`src/rtl/dcm_pkg.sv`:
```
// Purpose: Shared constants for the debug comparator match qualifier
// Assumes: 32-bit classic Wishbone register bus, 16-bit monitored data
// Notes:   Register offsets are byte addresses of aligned words

package dcm_pkg;

   // ----------------------------------------------------------------
   // Widths
   // ----------------------------------------------------------------
   localparam int unsigned ADDR_W = 23;
   localparam int unsigned DATA_W = 16;
   localparam int unsigned NCMP   = 4;

   // ----------------------------------------------------------------
   // Register offsets
   // ----------------------------------------------------------------
   localparam logic [7:0] OFS_CTRL0 = 8'h00;
   localparam logic [7:0] OFS_CTRL1 = 8'h04;
   localparam logic [7:0] OFS_CTRL2 = 8'h08;
   localparam logic [7:0] OFS_CTRL3 = 8'h0c;
   localparam logic [7:0] OFS_ADDR0 = 8'h10;
   localparam logic [7:0] OFS_ADDR1 = 8'h14;
   localparam logic [7:0] OFS_ADDR2 = 8'h18;
   localparam logic [7:0] OFS_ADDR3 = 8'h1c;
   localparam logic [7:0] OFS_DATA0 = 8'h20;
   localparam logic [7:0] OFS_DATA2 = 8'h24;
   localparam logic [7:0] OFS_IRQ_STAT = 8'h30;
   localparam logic [7:0] OFS_IRQ_CLR  = 8'h34;
   localparam logic [7:0] OFS_IRQ_EN   = 8'h38;

   // ----------------------------------------------------------------
   // Control register fields
   // ----------------------------------------------------------------
   localparam int unsigned CTRL_ENABLE_BIT   = 0;
   localparam int unsigned CTRL_SZE_BIT      = 1;
   localparam int unsigned CTRL_WIDTH_BIT    = 2;
   localparam int unsigned CTRL_MISMATCH_BIT = 3;
   localparam int unsigned CTRL_W            = 4;

   // Data register: value low half, mask high half
   localparam int unsigned DREG_VAL_LSB  = 0;
   localparam int unsigned DREG_MASK_LSB = 16;

   // ----------------------------------------------------------------
   // Reset values
   // ----------------------------------------------------------------
   localparam logic [CTRL_W-1:0] CTRL_RST = 4'h0;
   localparam logic [ADDR_W-1:0] ADDR_RST = 23'h000000;
   localparam logic [DATA_W-1:0] DVAL_RST = 16'h0000;
   localparam logic [DATA_W-1:0] DMSK_RST = 16'h0000;
   localparam logic [NCMP-1:0]   IRQ_RST  = 4'h0;

endpackage : dcm_pkg

```
`src/rtl/dcm_top.sv`:
```
// Purpose: Debug comparator match qualifier with Wishbone registers
// Assumes: One clock; monitored bus signals are on the same clock
// Notes:   Comparators 0 and 2 qualify data, 1 and 3 qualify size
//
// What this block does
// - Size disabled: match like data comparators
// - Size enabled: match only selected width
// - Byte setting rejects covering word access
// - Enable set, select clear: words only
// - Enable set, select set: bytes only
// - Otherwise byte and word both match
// - Word at address minus one never matches
// - Data comparison ignores access size
// - Masked data bits are don't care
// - Sense bit picks equal or differ
// - Equal mode, all masked: address only
// - Differ mode, all masked: never matches
//
// Implementation choices: the Wishbone register port and the register offsets.

`timescale 1ns/1ps

module dcm_top #(
   parameter int unsigned AW   = dcm_pkg::ADDR_W,
   parameter int unsigned DW   = dcm_pkg::DATA_W,
   parameter int unsigned NCMP = dcm_pkg::NCMP
) (
   input  wire logic            clk_i,
   input  wire logic            rst_i,
   // Wishbone slave
   input  wire logic            wb_cyc_i,
   input  wire logic            wb_stb_i,
   input  wire logic            wb_we_i,
   input  wire logic [7:0]      wb_adr_i,
   input  wire logic [3:0]      wb_sel_i,
   input  wire logic [31:0]     wb_dat_i,
   output logic      [31:0]     wb_dat_o,
   output logic                 wb_ack_o,
   // Monitored CPU access
   input  wire logic            acc_valid_i,
   input  wire logic [AW-1:0]   acc_addr_i,
   input  wire logic            acc_byte_i,
   input  wire logic [DW-1:0]   acc_data_i,
   // Results
   output logic      [NCMP-1:0] match_o,
   output logic                 irq_o
);

   // ----------------------------------------------------------------
   // Register state
   // ----------------------------------------------------------------
   logic [dcm_pkg::CTRL_W-1:0] ctrl_q [NCMP];
   logic [AW-1:0]              addr_q [NCMP];
   logic [DW-1:0]              dval_q [2];
   logic [DW-1:0]              dmsk_q [2];
   logic [NCMP-1:0]            stat_q;
   logic [NCMP-1:0]            en_q;
   logic [NCMP-1:0]            match_q;
   logic                       irq_q;
   logic                       ack_q;
   logic [31:0]                rdat_q;

   // ----------------------------------------------------------------
   // Bus decode
   // ----------------------------------------------------------------
   wire logic        req;
   wire logic        wr;
   wire logic        rd;
   wire logic [31:0] wmask;
   wire logic        hit_clr;
   wire logic        hit_en;

   function automatic logic [31:0] lane_mask(input logic [3:0] sel);
      lane_mask = {{8{sel[3]}}, {8{sel[2]}}, {8{sel[1]}}, {8{sel[0]}}};
   endfunction : lane_mask

   function automatic logic [31:0] merge(input logic [31:0] old_v,
                                         input logic [31:0] new_v,
                                         input logic [31:0] m);
      merge = (old_v & ~m) | (new_v & m);
   endfunction : merge

   assign req     = wb_cyc_i && wb_stb_i && !ack_q;
   assign wr      = req && wb_we_i;
   assign rd      = req && !wb_we_i;
   assign wmask   = lane_mask(wb_sel_i);
   assign hit_clr = wr && (wb_adr_i == dcm_pkg::OFS_IRQ_CLR);
   assign hit_en  = wr && (wb_adr_i == dcm_pkg::OFS_IRQ_EN);

   // ----------------------------------------------------------------
   // Comparators
   // ----------------------------------------------------------------
   wire logic [NCMP-1:0] hit;

   genvar gi;
   generate
      for (gi = 0; gi < NCMP; gi++) begin : g_cmp
         localparam bit IS_DATA = ((gi % 2) == 0);
         localparam int DI      = (gi / 2) % 2;
         localparam logic [7:0] OFS_C = dcm_pkg::OFS_CTRL0 + 8'(4 * gi);
         localparam logic [7:0] OFS_A = dcm_pkg::OFS_ADDR0 + 8'(4 * gi);
         wire logic [31:0] c_new;
         wire logic [31:0] a_new;

         assign c_new = merge(32'(ctrl_q[gi]), wb_dat_i, wmask);
         assign a_new = merge(32'(addr_q[gi]), wb_dat_i, wmask);

         always_ff @(posedge clk_i) begin
            if (rst_i) begin
               ctrl_q[gi] <= dcm_pkg::CTRL_RST;
               addr_q[gi] <= dcm_pkg::ADDR_RST;
            end else if (wr && wb_adr_i == OFS_C) begin
               ctrl_q[gi] <= c_new[dcm_pkg::CTRL_W-1:0];
            end else if (wr && wb_adr_i == OFS_A) begin
               addr_q[gi] <= a_new[AW-1:0];
            end
         end

         dcm_cmp #(
            .AW       (AW),
            .DW       (DW),
            .HAS_DATA (IS_DATA),
            .HAS_SIZE (!IS_DATA)
         ) u_cmp (
            .enable_i                 (ctrl_q[gi][dcm_pkg::CTRL_ENABLE_BIT]),
            .size_compare_enable_i    (ctrl_q[gi][dcm_pkg::CTRL_SZE_BIT]),
            .access_width_select_bit_i(ctrl_q[gi][dcm_pkg::CTRL_WIDTH_BIT]),
            .data_mismatch_select_i   (ctrl_q[gi][dcm_pkg::CTRL_MISMATCH_BIT]),
            .cmp_addr_i               (addr_q[gi]),
            .cmp_data_i               (dval_q[DI]),
            .data_mask_i              (dmsk_q[DI]),
            .acc_valid_i              (acc_valid_i),
            .acc_addr_i               (acc_addr_i),
            .acc_byte_i               (acc_byte_i),
            .acc_data_i               (acc_data_i),
            .match_o                  (hit[gi])
         );
      end

      for (gi = 0; gi < 2; gi++) begin : g_data
         localparam logic [7:0] OFS_D = dcm_pkg::OFS_DATA0 + 8'(4 * gi);
         wire logic [31:0] d_new;

         assign d_new = merge({dmsk_q[gi], dval_q[gi]}, wb_dat_i, wmask);

         always_ff @(posedge clk_i) begin
            if (rst_i) begin
               dval_q[gi] <= dcm_pkg::DVAL_RST;
               dmsk_q[gi] <= dcm_pkg::DMSK_RST;
            end else if (wr && wb_adr_i == OFS_D) begin
               dval_q[gi] <= d_new[dcm_pkg::DREG_VAL_LSB +: DW];
               dmsk_q[gi] <= d_new[dcm_pkg::DREG_MASK_LSB +: DW];
            end
         end
      end
   endgenerate

   // ----------------------------------------------------------------
   // Read mux
   // ----------------------------------------------------------------
   logic [31:0] rmux;

   always_comb begin
      rmux = 32'h00000000;
      for (int i = 0; i < NCMP; i++) begin
         if (wb_adr_i == dcm_pkg::OFS_CTRL0 + 8'(4 * i)) begin
            rmux = 32'(ctrl_q[i]);
         end
         if (wb_adr_i == dcm_pkg::OFS_ADDR0 + 8'(4 * i)) begin
            rmux = 32'(addr_q[i]);
         end
      end
      if (wb_adr_i == dcm_pkg::OFS_DATA0) begin
         rmux = {dmsk_q[0], dval_q[0]};
      end
      if (wb_adr_i == dcm_pkg::OFS_DATA2) begin
         rmux = {dmsk_q[1], dval_q[1]};
      end
      if (wb_adr_i == dcm_pkg::OFS_IRQ_STAT) begin
         rmux = 32'(stat_q);
      end
      if (wb_adr_i == dcm_pkg::OFS_IRQ_EN) begin
         rmux = 32'(en_q);
      end
   end

   // ----------------------------------------------------------------
   // Bus answer, match and interrupt
   // ----------------------------------------------------------------
   wire logic [NCMP-1:0] stat_d;
   wire logic [NCMP-1:0] clr_bits;

   assign clr_bits = hit_clr ? wb_dat_i[NCMP-1:0] & wmask[NCMP-1:0]
                             : '0;
   // Set wins over a clear in the same cycle
   assign stat_d = (stat_q & ~clr_bits) | hit;

   always_ff @(posedge clk_i) begin
      if (rst_i) begin
         ack_q   <= 1'b0;
         rdat_q  <= 32'h00000000;
         match_q <= '0;
         stat_q  <= dcm_pkg::IRQ_RST;
         en_q    <= dcm_pkg::IRQ_RST;
         irq_q   <= 1'b0;
      end else begin
         ack_q   <= req;
         rdat_q  <= rd ? rmux : 32'h00000000;
         match_q <= hit;
         stat_q  <= stat_d;
         if (hit_en) begin
            en_q <= (en_q & ~wmask[NCMP-1:0]) |
                    (wb_dat_i[NCMP-1:0] & wmask[NCMP-1:0]);
         end
         irq_q   <= |(stat_d & (hit_en ?
                    ((en_q & ~wmask[NCMP-1:0]) |
                     (wb_dat_i[NCMP-1:0] & wmask[NCMP-1:0])) : en_q));
      end
   end

   assign wb_ack_o = ack_q;
   assign wb_dat_o = rdat_q;
   assign match_o  = match_q;
   assign irq_o    = irq_q;

endmodule : dcm_top

```
`src/rtl/dcm_cmp.sv`:
```
// Purpose: One address comparator with optional size and data qualify
// Assumes: Access presented for one cycle with valid strobe
// Notes:   Purely combinational; the caller registers the result

`timescale 1ns/1ps

module dcm_cmp #(
   parameter int unsigned AW       = 23,
   parameter int unsigned DW       = 16,
   parameter bit          HAS_DATA = 1'b1,
   parameter bit          HAS_SIZE = 1'b0
) (
   input  wire logic          enable_i,
   input  wire logic          size_compare_enable_i,
   input  wire logic          access_width_select_bit_i,
   input  wire logic          data_mismatch_select_i,
   input  wire logic [AW-1:0] cmp_addr_i,
   input  wire logic [DW-1:0] cmp_data_i,
   input  wire logic [DW-1:0] data_mask_i,
   input  wire logic          acc_valid_i,
   input  wire logic [AW-1:0] acc_addr_i,
   input  wire logic          acc_byte_i,
   input  wire logic [DW-1:0] acc_data_i,
   output logic               match_o
);

   // ----------------------------------------------------------------
   // Qualifiers
   // ----------------------------------------------------------------
   wire logic          addr_eq;
   wire logic          size_ok;
   wire logic          data_ok;
   wire logic [DW-1:0] diff_bits;
   wire logic          any_diff;
   wire logic          width_hit;

   assign addr_eq = (acc_addr_i == cmp_addr_i);

   assign diff_bits = (acc_data_i ^ cmp_data_i) & data_mask_i;
   assign any_diff  = |diff_bits;

   assign width_hit = (acc_byte_i == access_width_select_bit_i);

   assign size_ok = !HAS_SIZE || !size_compare_enable_i || width_hit;

   assign data_ok = !HAS_DATA ||
                    (data_mismatch_select_i ? any_diff : !any_diff);

   assign match_o = enable_i && acc_valid_i && addr_eq && size_ok &&
                    data_ok;

endmodule : dcm_cmp

```
`config.mk`:
```
export PLATFORM = sky130hd
export DESIGN_NAME = dcm_top
export DESIGN_NICKNAME = d
export VERILOG_FILES = /design/src/rtl/dcm_pkg.sv /design/src/rtl/dcm_top.sv /design/src/rtl/dcm_cmp.sv
export SDC_FILE = /design/constraint.sdc
export NUM_CORES = 1
export LEC_CHECK = 0
export ABC_AREA = 0
export BUFFER_PORTS_ARGS = -buffer_cell sky130_fd_sc_hd__buf_2
export CAP_MARGIN = 30
export CORE_MARGIN = 5
export CORE_UTILIZATION = 40
export DETAILED_ROUTE_END_ITERATION = 6
export GPL_ROUTABILITY_DRIVEN = 1
export GPL_TIMING_DRIVEN = 0
export PLACE_DENSITY = 0.6
export SLEW_MARGIN = 20
export SYNTH_ARGS = -nofsm -noshare
export SYNTH_HDL_FRONTEND = slang
export SYNTH_SLANG_ARGS = --single-unit
```
`constraint.sdc`:
```
create_clock -name clk_i -period 7.65 [get_ports clk_i]
set_input_delay 1.53 -clock clk_i [delete_from_list [all_inputs] [get_ports clk_i]]
set_output_delay 1.53 -clock clk_i [all_outputs]
set_load 0.01 [all_outputs]
```
==> out/metrics.cfg <==
[power]
power_uw = 2930
switching_power_uw = 716
switching_share_pct = 24.4
leakagePower_uw = 0.00468
power_frac_seq_pct = 45.9
p_int_uw = 2220
ir_drop_mv = 0.139
pwr-share-comb_pct = 8.6
p_per_area_nw_per_um2 = 216
pwr-share-clk_pct = 45.4

[logic_synthesis]
async_reset_ff_share_pct = 0
syn-num-nets = 1185
yosysTopAreaCellShare_pct = 44.8
synth.cell_area_um2 = 11500
synth_edf_count = 172
ys_ff_latch = 218
post_synth_num_cell_types = 57
synthFlopType = edfxtp_1
netlist_top_cells_area = edfxtp_1 (45%), nand2b_1 (9.5%), dfxtp_1 (8.0%)
netlist.top_cell.by_area = edfxtp_1
ys_seq_area_share_pct = 52.8
syn_inst = 1095
ys_warn_count = 0
avgSynthCellArea_um2 = 10.5

[clock_tree]
cts_hold_buffers = 0
cts_tree = done
cts.repair.resized = 0
cts_buffers = 26
clk-insertion-delay-late_ns = 0.54
clock_path_buffers = 3
postCtsSetupBuffers = 0
cts_max_level = 1
clk_pin_slew_worst_paths_ns = 0.06
cts_root_buf = clkbuf_16
cts.sinks = 218

[cells_and_area]
fin_util_pct = 47.5
drive_gt1_share_pct = 14.4
finalInstanceArea_um2 = 13600
area_growth_pct = 17.8
nets = 1331
diodes = 0

[setup_path]
r2r_setup_slack_ns = 5.07
critPathKind = input pin to register
reg2reg_to = dval_q[1][6]
timing.rr.start = wb_ack_o
crit_required_ns = 7.81
arrival_ns = 4.12
critPathMaxFanout = 23
rr_worst_depth = 7
cp-endpoint = addr_q[3][5]
worst_setup_path_start_kind = input pin
end_kind = register
cp-startpoint = wb_adr_i[5]

[placement]
hpwl_mm = 32.3
post-place-ws_ns = 3.25
dpl_cell_area_um2 = 12700
gp_congestion = 0.959
port_buffers = 116

[timing]
worstMarginPinSlew_ns = 0.859
period_share_pct = 51.7
fmax_ghz = 0.253
finalWorstSetupSlack_ns = 3.70
hold_viol_final = 0
rsz0062_at_grt = no
max_slew_margin_pct = 41.3
finalSetupViolCount = 0
period_minus_slack_ns = 3.95
slew_viol_final = 0
skew_ns = 0.0122
setup_tns_ns = 0

[floorplanning]
initial_utilization_pct = 40.3
rows = 62
core_area_um2 = 28600
ios = 128
dieArea_um2 = 32300
dieWidth_um = 180
die_h_um = 180

[routing]
ant_nets = 0
via_count = 9665
post-route-drc-count = 0
routedWlPerCell_um = 26.4
drt-total-wl_mm = 43.4
drt_iter0_drc = 1133
dr.pass1.iters = 6
vias_per_cell = 5.88

[grt]
grt_pass1_wl_mm = 63.7
antenna_found_initial = 1
track_usage_pct = 25.8
grt_overflow = 0
grt_pass1_vias = 9588
grt_start_max_net_pins = 24

[min_path]
hp-class = register to register

[job]
drv_cap = 0

[outcome]
outcome = finished, final reports clean

-- area by class of cell --
class                   count  area [µm²]
fillers                  2766       15000
flip-flops and latches    218        6090
multi-input cells         801        5170
clock buffers              41         843
repair buffers            118         628
well taps                 384         480
plain buffers              73         285
clock inverters             6        81.3
inverters                   3        11.3
-- kinds of logic (layout without fill, tap and decap cells) --
family	Yosys count	in the layout	share of synthesized area (%)
AO/OA/AOI/OAI	329	329	17.7
XOR/XNOR	128	128	9.72
buffers and inverters	76	241	2.57
flip-flops	218	218	52.8
multiplexers	6	6	0.521
AND/OR/NAND/NOR	338	338	16.7
-- worst max-delay path, cell delays in order --
cell and delay (ns):
buf_2 0.15, nor3_2 0.32, nand2_1 0.24, nor2_1 0.51, clkbuf_1 0.59, a21o_2 0.75
-- through the flow --
step	hold slack (ns)	std cells
final	0.542	1644
after global routing	0.570	1644
after CTS	0.542	1644
after detailed placement	0.529	1597
after global placement	0.522	1595
after floorplan	0.484	1095
-- layer usage --
| layer | global-route usage (%) | routed length [µm] |
|---|---|---|
| met2 | 40.4 | 19400 |
| met5 | 0 | 10 |
| met3 | 4.99 | 4080 |
| met4 | 8.35 | 1650 |
| met1 | 36.2 | 18200 |
-- cell usage after synthesis (3+ instances only) --
master / number
nor3_1: 7
nand2b_1: 176
nand3_1: 11
buf_2: 6
xor2_1: 76
dfxtp_1: 46
a31oi_1: 23
a21oi_1: 178
a221oi_1: 10
inv_1: 3
a21o_1: 6
nand2_1: 57
clkbuf_1: 66
a22o_1: 8
o221ai_1: 4
xnor2_1: 52
a22oi_1: 67
nor2_1: 38
or3_1: 4
edfxtp_1: 172
o21ai_0: 8
nor2b_1: 3
a211oi_1: 3
mux2i_1: 6
nand4_1: 16
nor4_1: 10
-- power groups by stage --
| stage | clock (µW) | combinational [µW] | sequential, µW |
|---|---|---|---|
| 6_report | 1330 | 253 | 1350 |
| 5_1_grt | 1390 | 265 | 1350 |
| 4_1_cts | 1340 | 249 | 1350 |
| 3_5_place_dp | 0 | 247 | 1370 |
| 3_3_place_gp | 0 | 243 | 1370 |
| 2_1_floorplan | 0 | 133 | 1360 |
-- registers in the layout (all words and copies together) (netlist names), 4 cells and up --
signal / flops
addr_q: 92
dmsk_q: 32
dval_q: 32
wb_dat_o: 32
ctrl_q: 16
en_q: 4
match_o: 4
stat_q: 4
-- cells in the final DEF, fill, tap and decap left out, types with 6 or more instances in the layout --
master     instances
xnor2_1           52
dfxtp_1           46
nand4_1           16
xor2_1            76
clkbuf_16         31
a21oi_1          178
a22o_1             8
nand2b_1         176
nand3_1           11
a221oi_1          10
edfxtp_1         172
buf_2            122
a31oi_1           23
o21ai_0            8
nor2_1            38
nor3_1             7
clkbuf_1          73
a22oi_1           67
nand2_1           57
mux2i_1            6
nor4_1            10
-- worst min-delay path by stage --
stage	startpoint	end	slack [ns]	cells past startpoint
final	en_q[1]	en_q[1]	0.54	2
after global routing	en_q[1]	en_q[1]	0.57	2
after CTS	en_q[1]	en_q[1]	0.54	2
after detailed placement	en_q[1]	en_q[1]	0.53	2
after global placement	en_q[2]	en_q[2]	0.52	2
after floorplan	en_q[1]	en_q[1]	0.48	2
Power figures use the tool's default switching activity.
